## src/inc/srm_cfg.svh

```systemverilog
`ifndef SRM_CFG_SVH
`define SRM_CFG_SVH
`define SRM_ADDR_W 19
`define SRM_DATA_W 16
`define SRM_BOOT_ADDR 19'h00100
`define SRM_CLK_MHZ 125
`define SRM_CORE_CLK_KHZ 38400
`define SRM_XTAL_KHZ 9600
`define SRM_T_CSOE_NS 45
`define SRM_T_POE_NS 78
`define SRM_T_ACH_NS 45
`define SRM_T_AS_NS 8
`define SRM_T_DF_NS 50
`define SRM_CYC(ns) (((ns) * `SRM_CLK_MHZ + 999) / 1000)
`define SRM_CSOE_CYC `SRM_CYC(`SRM_T_CSOE_NS)
`define SRM_POE_CYC `SRM_CYC(`SRM_T_POE_NS)
`define SRM_BYTE_CYC `SRM_CYC(`SRM_T_ACH_NS)
`define SRM_AS_CYC `SRM_CYC(`SRM_T_AS_NS)
`define SRM_DF_CYC `SRM_CYC(`SRM_T_DF_NS)
`endif

```

## src/inc/srm_pkg.sv

```systemverilog
`default_nettype none
`include "srm_cfg.svh"
package srm_pkg;
   typedef logic [`SRM_ADDR_W-1:0] srm_addr_t;
   typedef logic [`SRM_DATA_W-1:0] srm_data_t;
   typedef logic [3:0] srm_cnt_t;
   typedef enum logic [2:0] {
      SRM_IDLE = 3'b000,
      SRM_SETUP = 3'b001,
      SRM_STROBE = 3'b010,
      SRM_GAP = 3'b011,
      SRM_SLEEP = 3'b100
   } srm_state_e;
   typedef enum logic [1:0] {
      SRM_OWN_BOOT = 2'b00,
      SRM_OWN_DSP = 2'b01,
      SRM_OWN_CPU = 2'b10
   } srm_owner_e;
endpackage
`default_nettype wire

```

## src/rtl/srm_mem_port.sv

```systemverilog
// How it works
// - Drive a 19-bit word address, up to 512 k words.
// - External RAM may be 8 or 16 bits wide.
// - With 8-bit RAM, two byte cycles take three clocks more than one ROM word cycle.
// - Byte-half select is the low RAM address line in 8-bit mode.
// - Read data sampled while read strobe low; write data driven during write.
// - ROM select low only while addressing ROM, high otherwise.
// - RAM select low only while addressing RAM, high otherwise.
// - One shared read strobe, low while the memory drives read data.
// - Writes go only to RAM; the ROM is never written.
// - Firmware and samples live in ROM space, variables in RAM space.
// - Arbiter lets signal and control processors share the one port.
// - Port timing derives from the 125 MHz mclk.
// - Bus pins change only when an access needs it.
// - Sleep input low floats every output pin and halts the port.
// - Running indicator high only once the synthesizer is operating.
// - After reset, first fetch is ROM word 0100H; running indicator low.
`default_nettype none
`include "srm_cfg.svh"
module srm_mem_port
   import srm_pkg::*;
(
   input wire logic mclk,
   input wire logic arst_n,
   input wire logic ce,
   input wire logic sleep_request_n,
   input wire logic ram_is_8bit,
   input wire logic dsp_req,
   input wire logic dsp_we,
   input wire logic dsp_ram,
   input wire srm_addr_t dsp_addr,
   input wire srm_data_t dsp_wdata,
   input wire logic cpu_req,
   input wire logic cpu_we,
   input wire logic cpu_ram,
   input wire srm_addr_t cpu_addr,
   input wire srm_data_t cpu_wdata,
   input wire srm_data_t mem_data_in,
   output srm_addr_t mem_word_addr,
   output srm_data_t mem_data_out,
   output logic mem_data_oe,
   output logic pins_oe,
   output logic rom_select_n,
   output logic ram_select_n,
   output logic mem_read_strobe_n,
   output logic ram_write_strobe_n,
   output logic byte_half_select,
   output logic run,
   output srm_data_t rd_data,
   output logic dsp_done,
   output logic cpu_done
);
   localparam srm_cnt_t CSOE_C = srm_cnt_t'(`SRM_CSOE_CYC - 1);
   localparam srm_cnt_t POE_C = srm_cnt_t'(`SRM_POE_CYC - 1);
   localparam srm_cnt_t BYTE_C = srm_cnt_t'(`SRM_BYTE_CYC - 1);
   localparam srm_cnt_t AS_C = srm_cnt_t'(`SRM_AS_CYC - 1);
   localparam srm_cnt_t DF_C = srm_cnt_t'(`SRM_DF_CYC - 1);

   logic rst_q1, rst_n;
   logic slp_q1, sleep_s;
   logic b8_q1, b8_s;
   srm_data_t din_q1, din_s;
   srm_state_e st;
   srm_owner_e owner;
   srm_cnt_t cnt;
   logic boot_pend, last_cpu, acc_we, acc_ram, acc8, half;
   srm_data_t acc_wdata;
   logic grant_dsp, grant_cpu;

   // Reset release synchroniser
   always_ff @(posedge mclk or negedge arst_n) begin
      if (!arst_n) begin
         rst_q1 <= 1'b0;
         rst_n <= 1'b0;
      end else begin
         rst_q1 <= 1'b1;
         rst_n <= rst_q1;
      end
   end

   // Pin inputs, two stages each
   always_ff @(posedge mclk or negedge rst_n) begin
      if (!rst_n) begin
         slp_q1 <= 1'b1;
         sleep_s <= 1'b1;
         b8_q1 <= 1'b0;
         b8_s <= 1'b0;
         din_q1 <= '0;
         din_s <= '0;
      end else if (ce) begin
         slp_q1 <= sleep_request_n;
         sleep_s <= slp_q1;
         b8_q1 <= ram_is_8bit;
         b8_s <= b8_q1;
         din_q1 <= mem_data_in;
         din_s <= din_q1;
      end
   end

   // Round robin: whoever went last yields
   assign grant_dsp = dsp_req && (!cpu_req || last_cpu);
   assign grant_cpu = cpu_req && !grant_dsp;

   // Pin drivers float in sleep; only a reset brings them back
   always_ff @(posedge mclk or negedge rst_n) begin
      if (!rst_n)
         pins_oe <= 1'b1;
      else if (ce && !sleep_s)
         pins_oe <= 1'b0;
   end

   always_ff @(posedge mclk or negedge rst_n) begin
      if (!rst_n) begin
         st <= SRM_IDLE;
         owner <= SRM_OWN_BOOT;
         cnt <= '0;
         boot_pend <= 1'b1;
         last_cpu <= 1'b0;
         acc_we <= 1'b0;
         acc_ram <= 1'b0;
         acc8 <= 1'b0;
         half <= 1'b0;
         acc_wdata <= '0;
         mem_word_addr <= '0;
         mem_data_out <= '0;
         mem_data_oe <= 1'b0;
         rom_select_n <= 1'b1;
         ram_select_n <= 1'b1;
         mem_read_strobe_n <= 1'b1;
         ram_write_strobe_n <= 1'b1;
         byte_half_select <= 1'b0;
         run <= 1'b0;
         rd_data <= '0;
         dsp_done <= 1'b0;
         cpu_done <= 1'b0;
      end else if (ce) begin
         dsp_done <= 1'b0;
         cpu_done <= 1'b0;
         if (!sleep_s) begin
            // Halt in place; pins_oe floats the pins on this same edge
            st <= SRM_SLEEP;
            mem_data_oe <= 1'b0;
            rom_select_n <= 1'b1;
            ram_select_n <= 1'b1;
            mem_read_strobe_n <= 1'b1;
            ram_write_strobe_n <= 1'b1;
            run <= 1'b0;
         end else begin
            case (st)
               SRM_IDLE: begin
                  // Address lines keep their level between accesses
                  if (boot_pend) begin
                     boot_pend <= 1'b0;
                     owner <= SRM_OWN_BOOT;
                     mem_word_addr <= `SRM_BOOT_ADDR;
                     acc_we <= 1'b0;
                     acc_ram <= 1'b0;
                     acc8 <= 1'b0;
                     rom_select_n <= 1'b0;
                     cnt <= CSOE_C;
                     st <= SRM_SETUP;
                  end else if (grant_dsp || grant_cpu) begin
                     owner <= grant_dsp ? SRM_OWN_DSP : SRM_OWN_CPU;
                     last_cpu <= grant_cpu;
                     mem_word_addr <= grant_dsp ? dsp_addr : cpu_addr;
                     // Writes to ROM space are turned into ROM reads
                     acc_ram <= grant_dsp ? dsp_ram : cpu_ram;
                     acc_we <= grant_dsp ? (dsp_we && dsp_ram)
                                         : (cpu_we && cpu_ram);
                     acc8 <= b8_s && (grant_dsp ? dsp_ram : cpu_ram);
                     acc_wdata <= grant_dsp ? dsp_wdata : cpu_wdata;
                     half <= 1'b0;
                     byte_half_select <= 1'b0;
                     if (grant_dsp ? dsp_ram : cpu_ram)
                        ram_select_n <= 1'b0;
                     else
                        rom_select_n <= 1'b0;
                     cnt <= CSOE_C;
                     st <= SRM_SETUP;
                  end
               end
               SRM_SETUP: begin
                  if (acc_we) begin
                     mem_data_oe <= 1'b1;
                     mem_data_out <= half ? {8'h00, acc_wdata[15:8]}
                                   : (acc8 ? {8'h00, acc_wdata[7:0]}
                                           : acc_wdata);
                  end
                  if (cnt == 4'h0) begin
                     if (acc_we)
                        ram_write_strobe_n <= 1'b0;
                     else
                        mem_read_strobe_n <= 1'b0;
                     cnt <= acc8 ? BYTE_C : POE_C;
                     st <= SRM_STROBE;
                  end else begin
                     cnt <= cnt - 4'h1;
                  end
               end
               SRM_STROBE: begin
                  if (cnt == 4'h0) begin
                     mem_read_strobe_n <= 1'b1;
                     ram_write_strobe_n <= 1'b1;
                     // Synchronised data has been stable for the pulse
                     if (!acc_we) begin
                        if (!acc8)
                           rd_data <= din_s;
                        else if (!half)
                           rd_data[7:0] <= din_s[7:0];
                        else
                           rd_data[15:8] <= din_s[7:0];
                     end
                     if (acc8 && !half) begin
                        half <= 1'b1;
                        byte_half_select <= 1'b1;
                        cnt <= AS_C;
                        st <= SRM_SETUP;
                     end else begin
                        rom_select_n <= 1'b1;
                        ram_select_n <= 1'b1;
                        mem_data_oe <= 1'b0;
                        dsp_done <= (owner == SRM_OWN_DSP);
                        cpu_done <= (owner == SRM_OWN_CPU);
                        if (owner == SRM_OWN_BOOT)
                           run <= 1'b1;
                        cnt <= DF_C;
                        st <= SRM_GAP;
                     end
                  end else begin
                     cnt <= cnt - 4'h1;
                  end
               end
               SRM_GAP: begin
                  // Lets the memory release the bus before the next cycle
                  if (cnt == 4'h0)
                     st <= SRM_IDLE;
                  else
                     cnt <= cnt - 4'h1;
               end
               SRM_SLEEP: begin
                  st <= SRM_SLEEP;
               end
               default: begin
                  st <= SRM_IDLE;
               end
            endcase
         end
      end
   end

   property p_sel_excl;
      @(posedge mclk) disable iff (!rst_n)
         !(!rom_select_n && !ram_select_n);
   endproperty
   a_sel_excl: assert property (p_sel_excl)
      else $error("both selects low");

   property p_strobe_excl;
      @(posedge mclk) disable iff (!rst_n)
         !(!mem_read_strobe_n && !ram_write_strobe_n);
   endproperty
   a_strobe_excl: assert property (p_strobe_excl)
      else $error("both strobes low");

   property p_rom_nowrite;
      @(posedge mclk) disable iff (!rst_n)
         !ram_write_strobe_n |-> rom_select_n && !ram_select_n;
   endproperty
   a_rom_nowrite: assert property (p_rom_nowrite)
      else $error("write outside RAM");

   property p_data_float;
      @(posedge mclk) disable iff (!rst_n)
         mem_data_oe |-> !ram_select_n && acc_we && mem_read_strobe_n;
   endproperty
   a_data_float: assert property (p_data_float)
      else $error("data bus driven without RAM write");

   property p_wr_drive;
      @(posedge mclk) disable iff (!rst_n)
         $fell(ram_write_strobe_n) |-> mem_data_oe && $past(mem_data_oe);
   endproperty
   a_wr_drive: assert property (p_wr_drive)
      else $error("write strobe without data");

   property p_sleep_float;
      @(posedge mclk) disable iff (!rst_n)
         (ce && !sleep_s) |=> !pins_oe && !mem_data_oe && !run;
   endproperty
   a_sleep_float: assert property (p_sleep_float)
      else $error("pins not floated in sleep");

   property p_boot_addr;
      @(posedge mclk) disable iff (!rst_n)
         (!run && !rom_select_n) |-> mem_word_addr == `SRM_BOOT_ADDR;
   endproperty
   a_boot_addr: assert property (p_boot_addr)
      else $error("first fetch not at boot word");

   property p_idle_hold;
      @(posedge mclk) disable iff (!rst_n)
         (st == SRM_IDLE && $past(st) == SRM_IDLE) |->
            $stable(mem_word_addr) && $stable(byte_half_select);
   endproperty
   a_idle_hold: assert property (p_idle_hold)
      else $error("bus pins toggled while idle");

   property p_pulse;
      @(posedge mclk) disable iff (!rst_n)
         ($fell(mem_read_strobe_n) && ce) |-> !mem_read_strobe_n[*2];
   endproperty
   a_pulse: assert property (p_pulse)
      else $error("read strobe too short");

   property p_half16;
      @(posedge mclk) disable iff (!rst_n)
         (!acc8 && st == SRM_STROBE) |-> !byte_half_select;
   endproperty
   a_half16: assert property (p_half16)
      else $error("byte select used in word mode");
endmodule
`default_nettype wire

```

## config.mk

```make
export PLATFORM = sky130hd
export DESIGN_NAME = srm_mem_port
export DESIGN_NICKNAME = d
export VERILOG_FILES = /design/src/inc/srm_pkg.sv /design/src/rtl/srm_mem_port.sv
export VERILOG_INCLUDE_DIRS = /design/src /design/src/inc
export SDC_FILE = /design/constraint.sdc
export NUM_CORES = 1
export LEC_CHECK = 0
export BUFFER_PORTS_ARGS = -buffer_cell sky130_fd_sc_hd__buf_4
export CORE_MARGIN = 10
export CORE_UTILIZATION = 42
export CTS_CLUSTER_SIZE = 25
export DETAILED_ROUTE_END_ITERATION = 12
export PLACE_DENSITY_LB_ADDON = 0.15
export SYNTH_ARGS = -nofsm -noshare
export SYNTH_HDL_FRONTEND = slang
export SYNTH_SLANG_ARGS = --single-unit
```

## constraint.sdc

```tcl
create_clock -name mclk -period 3.6 [get_ports mclk]
set_input_delay 0.72 -clock mclk [delete_from_list [all_inputs] [get_ports mclk]]
set_output_delay 0.72 -clock mclk [all_outputs]
set_load 0.01 [all_outputs]
```

# [Word-level counts from Yosys, hierarchy flattened]
# Index checks and enable logic that the tools add are counted.
[word_totals] ff_bits=128 output_inout_bits=61
[classes] bitwise=2 n_reduce_logical=34 muxes=78 addsub=1 n_eq_ne=31
[ops] op="$mux 16" count=4
[ops] op="$mux 19" count=3
[ops] op="$mux 1" count=44
[ops] op="$reduce_and 5->1" count=7
[ops] op="$ne 3x3->1 const B" count=10
[ops] op="$mux 4" count=6
[ops] op="$mux 3" count=7
[ops] op="$reduce_and 6->1" count=3
[ops] op="$mux 8" count=2
[ops] op="$pmux 4 s4" count=1
[ops] op="$pmux 3 s5" count=1
[ops] op="$ne 2x2->1 const B" count=7
[ops] op="$reduce_and 7->1" count=2
[ops] op="$pmux 1 s2" count=6
[ops] op="$mux 2" count=4
[ops] op="$ne 2x1->1 const B" count=4
[ops] op="$ne 4x4->1 const B" count=2
[ops] op="$reduce_and 4->1" count=2
[ops] op="$logic_and 1x1->1" count=7
[ops] op="$eq 3x2->1 const B" count=2
[ops] op="$ne 3x1->1 const B" count=2
[ops] op="$logic_not 1->1" count=4
[ops] op="$logic_not 4->1" count=1
[ops] op="$reduce_bool 2->1" count=2
[ops] op="11 further kinds" count=13

# [Longest topological paths before layout]
# Gate-level depths: netlist of the first run.
[logic_depth] word_depth=10 mapped_depth=8 ltp_nobuf=7

# [Worst setup path before layout of the first run]
# OpenSTA, ideal clock, no wires.
[synth_path] path_kind="input to register" start="in ce" end="reg rd_data[10]" setup_slack_ns=1.419 t_required_ns=3.475 setup_time_ns=0.125 path_stages=5 arrival_time_ns=2.056 n_path_buf=1 path_cell_list="clkbuf_1 nand2_1 or3_4 nor2_8 mux2_2"
[synth_via] elab_chain_cells=1
[synth_rtl] item="from (decl)" line="srm_mem_port.sv:25" rtl="input wire logic ce,"
[synth_rtl] item="$reduce_and 6->1 (no line)"
[synth_rtl] item="to (signal assigned)" line="srm_mem_port.sv:207" rtl="rd_data <= din_s;"
[synth_rtl] item="to (signal assigned)" line="srm_mem_port.sv:211" rtl="rd_data[15:8] <= din_s[7:0];"
[synth_rtl] item="to (decl)" line="srm_mem_port.sv:49" rtl="output srm_data_t rd_data,"
# Every way passes these cells.
# A chain may end at the register's enable or synchronous reset.

# [Worst setup path after layout of the first run]
[layout_path] start="reg cnt[0]" end="reg rd_data[1]"
[layout_via] elab_chain_cells=2
[layout_rtl] item="from (decl)" line="srm_mem_port.sv:65" rtl="srm_cnt_t cnt;"
[layout_rtl] item="from (signal assigned)" line="srm_mem_port.sv:194" rtl="cnt <= acc8 ? BYTE_C : POE_C;"
[layout_rtl] item="from (signal assigned)" line="srm_mem_port.sv:197" rtl="cnt <= cnt - 4'h1;"
[layout_rtl] item="from (signal assigned)" line="srm_mem_port.sv:230" rtl="cnt <= cnt - 4'h1;"
[layout_rtl] item="$logic_not 4->1" line="srm_mem_port.sv:201" rtl="if (cnt == 4'h0) begin"
[layout_rtl] item="$reduce_and 6->1 (no line)"
[layout_rtl] item="to (signal assigned)" line="srm_mem_port.sv:207"
[layout_rtl] item="to (signal assigned)" line="srm_mem_port.sv:209" rtl="rd_data[7:0] <= din_s[7:0];"
# Every way passes these cells.

==> metrics.md, run 1 <==
| Metric | Value |
|---|---|
| Worst reg2reg path depth | 6 |
| Slowest cell on crit path | sky130_fd_sc_hd__a2111oi_4 |
| Die W | 136 um |
| DRC errors left | 0 |
| Level count of the clock H-tree | 4 |
| Maximum operating frequency | 393 MHz |
| Post-CTS sizing | 0 |
| Count of hold buffers inserted by post-cts repair | 0 |
| Most area-hungry cell type in the Yosys netlist | sky130_fd_sc_hd__dfrtp_1 |
| Global routing's busiest layer | met2 |
| Share of post-route cells with drive strength above 1 | 0.413 |
| Critical path start-end classification | register to register |
| Slack of the worst reg-to-reg path | 1.05 ns |
| Highest fanout seen on the critical path | 9 |
| Power per cell area | 554 nW/um2 |
| Count of max-cap constraint violations | 0 |
| Overall power consumption | 4.22 mW |
| Filler Cell Count | 1147 |
| Insertion delay to the later sink of the worst-skew pair | 0.41 ns |
| P_int | 3.11 mW |
| Average wire per cell in the routed design | 17.6 um |
| Netlist cell types | 57 |
| Min cycle time layout | 2.55 ns |
| Final Instance Count excl. Fillers | 834 |
| Boundary pin count | 158 |
| Footprint of the multi-input gates | 2320 um2 |
| Number of setup buffers added after CTS | 0 |
| Worst Clk Skew | 0.00635 ns |
| Clk pwr share | 0.388 |
| Number of nets produced by synthesis | 593 |
| Total wire length after detailed routing | 14700 um |
| Site Rows | 42 |
| Maximum ir drop on the vdd rail | 0.000295 V |
| GR met1 Demand/Resource | 0.199 |
| Summed negative setup slack over all endpoints | 0 ns |
| Global-route total usage across every layer | 0.163 |
| Share of total power consumed by net switching | 0.261 |
| Clock buffer count from CTS | 17 |
| Final number of hold-violating endpoints | 0 |
| Vias in the first global route | 4605 |
| Starting DRC count in detailed routing | 163 |
| Number of vias after detailed routing | 4259 |
| Buffers plus inverters on the worst setup path | 1 |
| Nets@finish | 746 |
| Class of the tightest hold or removal check | input pin to asynchronous set/reset pin |
| Sw power | 1.10 mW |
| Estimated wirelength of the detail-placed design | 10800 um |
| Post-DP Area | 7040 um2 |
| Register share of total power | 0.447 |
| Clock tree from TritonCTS | built |
| Cell breakdown of the critical path | inv_1, ha_1, nor3b_4, nand3_4, a2111oi_4, mux2_2 |
| Register area | 3220 um2 |
| Utilization after layout | 0.574 |
| Met2 GRT Util | 0.258 |
| Floorplan core area | 13200 um2 |
| Transition time at the pin with the least slew margin | 0.969 ns |
| Maximum number of pins on one net before global-route repair | 74 |
| TritonCTS Sinks | 128 |
| Layout area overhead | 33.7% |
| Met3 track demand over resource in global routing | 0.0572 |
| Type of destination of the critical path | register |
| Number of synthesized flops with an enable pin | 0 |
| Number of warnings reported in the yosys synthesis log | 0 |
| Final instance area | 7610 um2 |
| Source of the worst register-to-register timing path | cnt[0] |
| Dominant cells by area after synthesis | sky130_fd_sc_hd__dfrtp_1 (53%), sky130_fd_sc_hd__mux2_2 (12%), sky130_fd_sc_hd__nand2_1 (5.5%), sky130_fd_sc_hd__mux2i_1 (4.7%), sky130_fd_sc_hd__dfstp_2 (3.7%) |
| Die boundary height | 136 um |
| Largest incremental delay on the critical path | 0.73 ns |
| Number of nets with antenna violations after detailed routing | 0 |
| Number of antenna violations at the first check in global routing | 0 |
| CP Depth | 6 |
| Relative slew margins | 0.350 |
| Worst Path Arrival | 2.84 ns |
| Worst setup SP type | register |
| DIE AREA | 18600 um2 |
| Combinational Power Share | 0.164 |
| Number of cells after detailed placement | 804 |
| Number of I/O port buffers | 157 |
| Vias per std cell | 5.11 |
| Final period utilization | 0.707 |
| Most numerous cell in the Yosys netlist | sky130_fd_sc_hd__dfrtp_1 |
| CP Data Required Time | 3.89 ns |
| Critical Path Source | cnt[0] |
| CP top delay family | compound AO/OA/AOI/OAI gates |
| Final Max Tran Viols | 0 |
| Detailed Routing Iterations Pass 1 | 4 |
| Count of antenna diodes in the layout | 0 |
| RSZ-0062 raised after global routing | no |
| Residual overflow from global routing | 0 |
| Post-synthesis instance total | 494 |
| Worst-path clk slew | 0.06 ns |
| Sequential fraction of the synthesis area | 0.565 |
| Global-route wire length before repair | 24200 um |
| Mean Syn Cell Area | 11.5 um2 |
| Initial core utilization | 0.430 |
| Commonest cells in the synthesized netlist | sky130_fd_sc_hd__dfrtp_1 (120), sky130_fd_sc_hd__nand2_1 (84), sky130_fd_sc_hd__mux2_2 (59), sky130_fd_sc_hd__o21ai_0 (31), sky130_fd_sc_hd__mux2i_1 (27) |
| Clock root buffer | sky130_fd_sc_hd__clkbuf_16 |
| Buffer depth of the longest clock path | 2 |
| Portion of synthesized cell area occupied by the leading cell type | 0.528 |
| Status | finished, final reports clean |
| # setup viols final | 0 |
| Leak Pwr | 3.75 nW |
| Ys flop type | sky130_fd_sc_hd__dfrtp_1 |
| Ys async rst share | 1.00 |
| Placer Congestion | 0.832 |
| Summed instance area of the synthesized netlist | 5690 um2 |
| Register bit total from synthesis | 128 |
state kept, by name, summed over array words and instances (netlist names), 2 cells and up:
signal,cells
mem_word_addr,19
din_s,16
acc_wdata,16
cnt,4
mem_data_out,16
st,3
din_q1,16
owner,2
rd_data,16
per-layer routing:
metal  share of wire  vias to the layer above
met5               0                        -
met4           0.018                        0
met2            0.49                      112
met1            0.43                     2069
met3           0.063                       22
li1                -                     2056
cells by family after synthesis:
logic type	count (synthesis)	share of synthesized area
AOI/OAI and AO/OA	92	0.113
xor gates and xnor gates	2	0.00308
adders and majority gates	2	0.00440
buffers and inverters	42	0.0295
DFF	128	0.565
muxes	86	0.164
other	1	0.000659
and+or+nand+nor	141	0.121
stage by stage:
step	hold WS, ns	worst slack (ns)
global placement	0.341	1.17
CTS	0.0653	1.04
finish	0.0796	1.05
floorplan	0.331	1.42
detailed placement	0.338	1.04
global route	0.0667	0.893
area by class of cell:
class	count	share of cell area
timing repair buffer	162	0.162
multi-input combinational	324	0.305
sequential	128	0.423
tap	176	0.0289
clock inverter	5	0.00691
clock buffer	25	0.0678
inverter	14	0.00691
layout by cell type (no fill, tap or decap), drive strengths merged, types with 3 or more instances in the layout:
| master | count |
|---|---|
| o21ai | 32 |
| buf | 162 |
| o22ai | 3 |
| mux2i | 27 |
| a21oi | 8 |
| o32ai | 3 |
| nor3 | 4 |
| o31ai | 3 |
| nor2 | 16 |
| mux2 | 59 |
| inv | 14 |
| nand3 | 11 |
| a22oi | 14 |
| a221o | 4 |
| nand2b | 5 |
| and3 | 5 |
| nand2 | 85 |
| a31oi | 3 |
| clkinv | 3 |
| a21o | 4 |
| dfrtp | 120 |
| clkbuf | 25 |
| dfstp | 8 |
| and2 | 3 |
power groups by stage:
stage	logic, mW	registers [mW]	clock network [mW]
floorplan	0.352	1.89	0
global placement	0.683	1.90	0
detailed placement	0.705	1.91	0
CTS	0.706	1.89	1.67
global route	0.779	1.92	1.74
finish	0.692	1.89	1.64
final timing paths:
kind | end
setup / recovery | rd_data[1]
hold / removal | rst_q1
setup reg to reg | rd_data[1]
hold reg to reg | rst_n
max in group asynchronous | rom_select_n
min in group mclk | rst_n
Power figures use the tool's default switching activity.
==> inputs of run 2 (changes only) <==
clock period = 2.67 ns   (was 3.6 ns; I/O delays follow)
==> metrics.md, run 2 (synthesis results as in run 1) <==
| Metric | Value |
|---|---|
| Number of setup buffers added after CTS | 0 (unchanged) |
| Register area | 3220 um2 (unchanged) |
| # setup viols final | 0 (unchanged) |
| Number of nets with antenna violations after detailed routing | 0 (unchanged) |
| DP Worst Slack | 0.375 ns (was 1.04 ns) |
| Relative slew margins | 0.345 (was 0.350) |
| Insertion delay to the later sink of the worst-skew pair | 0.42 ns (was 0.41 ns) |
| Hold EP | mem_word_addr[3] |
| Clock tree from TritonCTS | built (unchanged) |
| Critical Path Source | st[0] (was cnt[0]) |
| Post-DP Area | 7110 um2 (was 7040 um2) |
| Most frequent standard cell in the layout excluding fill and tap cells | sky130_fd_sc_hd__buf_4 (unchanged) |
| Critical path start-end classification | register to register (unchanged) |
| RSZ-0062 raised after global routing | no (unchanged) |
| DIE AREA | 18600 um2 (unchanged) |
| DRC errors left | 0 (unchanged) |
| Count of max-cap constraint violations | 0 (unchanged) |
| Nets@finish | 756 (was 746) |
| Summed negative setup slack over all endpoints | 0 ns (unchanged) |
| Max FFs per register | 19 (unchanged) |
| Worst reg2reg path depth | 5 (was 6) |
| Worst-path clk slew | 0.06 ns (about the same) |
| Most used cells in the layout excluding fill and tap cells | sky130_fd_sc_hd__buf_4 (170), sky130_fd_sc_hd__dfrtp_1 (119), sky130_fd_sc_hd__nand2_1 (84) (was sky130_fd_sc_hd__buf_4 (161), sky130_fd_sc_hd__dfrtp_1 (119), sky130_fd_sc_hd__nand2_1 (84)) |
| Starting DRC count in detailed routing | 272 (was 163) |
| Maximum ir drop on the vdd rail | 0.000422 V (was 0.000295 V) |
| Residual overflow from global routing | 0 (unchanged) |
| Level count of the clock H-tree | 4 (unchanged) |
| Filler Cell Count | 1169 (was 1147) |
| Final instance area | 7700 um2 (was 7610 um2) |
| Slack of the worst reg-to-reg path | 0.44 ns (was 1.05 ns) |
| Die boundary height | 136 um (unchanged) |
| Boundary pin count | 158 (unchanged) |
| Vias per std cell | 5.11 (about the same) |
| Status | finished, final reports clean (unchanged) |
| Global-route total usage across every layer | 0.165 (was 0.163) |
| Overall power consumption | 5.74 mW (was 4.22 mW) |
| Buffer depth of the longest clock path | 2 (unchanged) |
| Worst R2R End | mem_word_addr[11] (was rd_data[1]) |
| Worst Path Arrival | 2.58 ns (was 2.84 ns) |
| Worst setup SP type | register (unchanged) |
| Hold Path Origin | dsp_addr[3] |
| Final number of hold-violating endpoints | 0 (unchanged) |
| Clock buffer count from CTS | 17 (unchanged) |
| CP Data Required Time | 3.02 ns (was 3.89 ns) |
| Count of antenna diodes in the layout | 0 (unchanged) |
| Number of antenna violations at the first check in global routing | 0 (unchanged) |
| Highest fanout seen on the critical path | 15 (was 9) |
| Hold Worst Slack | 0.341 ns (was 0.0796 ns) |
| Final Max Tran Viols | 0 (unchanged) |
| Total wire length after detailed routing | 14800 um (was 14700 um) |
| Final period utilization | 0.836 (was 0.707) |
| Vias in the first global route | 4613 (was 4605) |
| Initial core utilization | 0.430 (unchanged) |
| Leak Pwr | 3.80 nW (was 3.75 nW) |
| Number of I/O port buffers | 157 (unchanged) |
| Estimated wirelength of the detail-placed design | 11100 um (was 10800 um) |
| Floorplan core area | 13200 um2 (unchanged) |
| Maximum number of pins on one net before global-route repair | 58 (was 74) |
| Class of the tightest hold or removal check | input pin to register (was input pin to asynchronous set/reset pin) |
| Share of post-route cells with drive strength above 1 | 0.422 (was 0.413) |
| Clock root buffer | sky130_fd_sc_hd__clkbuf_16 (unchanged) |
| Average wire per cell in the routed design | 17.5 um (was 17.6 um) |
| Placer Congestion | 0.844 (was 0.832) |
| Transition time at the pin with the least slew margin | 0.977 ns (was 0.969 ns) |
| Cell breakdown of the critical path | nor4b_4, nand2_2, nor3_2, a22oi_1, nand2_1 (was inv_1, ha_1, nor3b_4, nand3_4, a2111oi_4, mux2_2) |
| Detailed Routing Iterations Pass 1 | 5 (was 4) |
| TritonCTS Sinks | 128 (unchanged) |
| Footprint of the multi-input gates | 2320 um2 (unchanged) |
| Maximum operating frequency | 448 MHz (was 393 MHz) |
| Worst Clk Skew | 0.00677 ns (was 0.00635 ns) |
| Global-route wire length before repair | 24200 um (about the same) |
| Type of destination of the critical path | register (unchanged) |
| Largest reg by FF count | mem_word_addr (unchanged) |
| Layout area overhead | 35.2% (was 33.7%) |
| Smallest setup slack after layout | 0.438 ns (was 1.05 ns) |
| Die W | 136 um (unchanged) |
| Site Rows | 42 (unchanged) |
| Hold path depth | 3 |
| Source of the worst register-to-register timing path | st[0] (was cnt[0]) |
| Min cycle time layout | 2.23 ns (was 2.55 ns) |
| Slowest cell on crit path | sky130_fd_sc_hd__nor3_2 (was sky130_fd_sc_hd__a2111oi_4) |
| Power per cell area | 746 nW/um2 (was 554 nW/um2) |
| Number of vias after detailed routing | 4324 (was 4259) |
| Largest incremental delay on the critical path | 0.80 ns (was 0.73 ns) |
## run 2: cell count changes in the layout (fill, tap and decap cells not counted), sizes merged
cell         change
clkinvlp         +1
inv              +3
clkinv           +2
bufinv           +1
clkbuf           -5
buf              +9
dlygate4sd3      +1
## run 2: layer usage
layer,global-route usage,share of wire,vias to the layer above,wire (um)
met5,0,0,-,0
met4,0.0580,0.011,0,163
met3,0.0653,0.068,15,1010
met2,0.274,0.51,117,7580
met1,0.191,0.41,2113,6030
li1,-,-,2079,-
## run 2: critical path: cells and delay by family, from the launching register on
| kind | cells | cell delay (ns) |
|---|---|---|
| compound gates | 1 | 0.15 |
| simple gates | 4 | 1.46 |
| flops | 1 | 0.55 |
## run 2: how the worst max path moves through the flow
stage / end / slack (ns) / depth (start not counted)
after floorplan: acc8 / 0.55 / 0
after global placement: mem_word_addr[12] / 0.47 / 5
after detailed placement: mem_word_addr[11] / 0.37 / 5
after CTS: mem_word_addr[11] / 0.35 / 5
after global routing: mem_word_addr[16] / 0.20 / 5
final: mem_word_addr[11] / 0.44 / 5
## run 2: area by class of cell
| class | instances | area share |
|---|---|---|
| sequential | 128 | 0.418 |
| multi-input combinational | 324 | 0.302 |
| clock buffer | 20 | 0.0580 |
| timing repair buffer | 172 | 0.170 |
| tap | 176 | 0.0286 |
| inverter | 14 | 0.00683 |
| clock inverter | 12 | 0.0174 |
## run 2: repair_timing
item	4_1_cts	5_1_grt
hold endpoints to repair	2	0
endpoints found under the setup margin	0	0
hold buffers	1	0
resized for setup	0	0
## run 2: report_power, final
group	internal [mW]	total [mW]	leakage [nW]	switching (mW)
Clock	1.40	2.25	0.281	0.849
Sequential	2.27	2.52	1.63	0.254
Combinational	0.527	0.968	1.89	0.441
## run 2: per-stage QoR
step,instances,util
finish,846,0.581
global route,846,0.581
CTS,846,0.581
detailed placement,813,0.537
global placement,813,0.537
floorplan,494,-
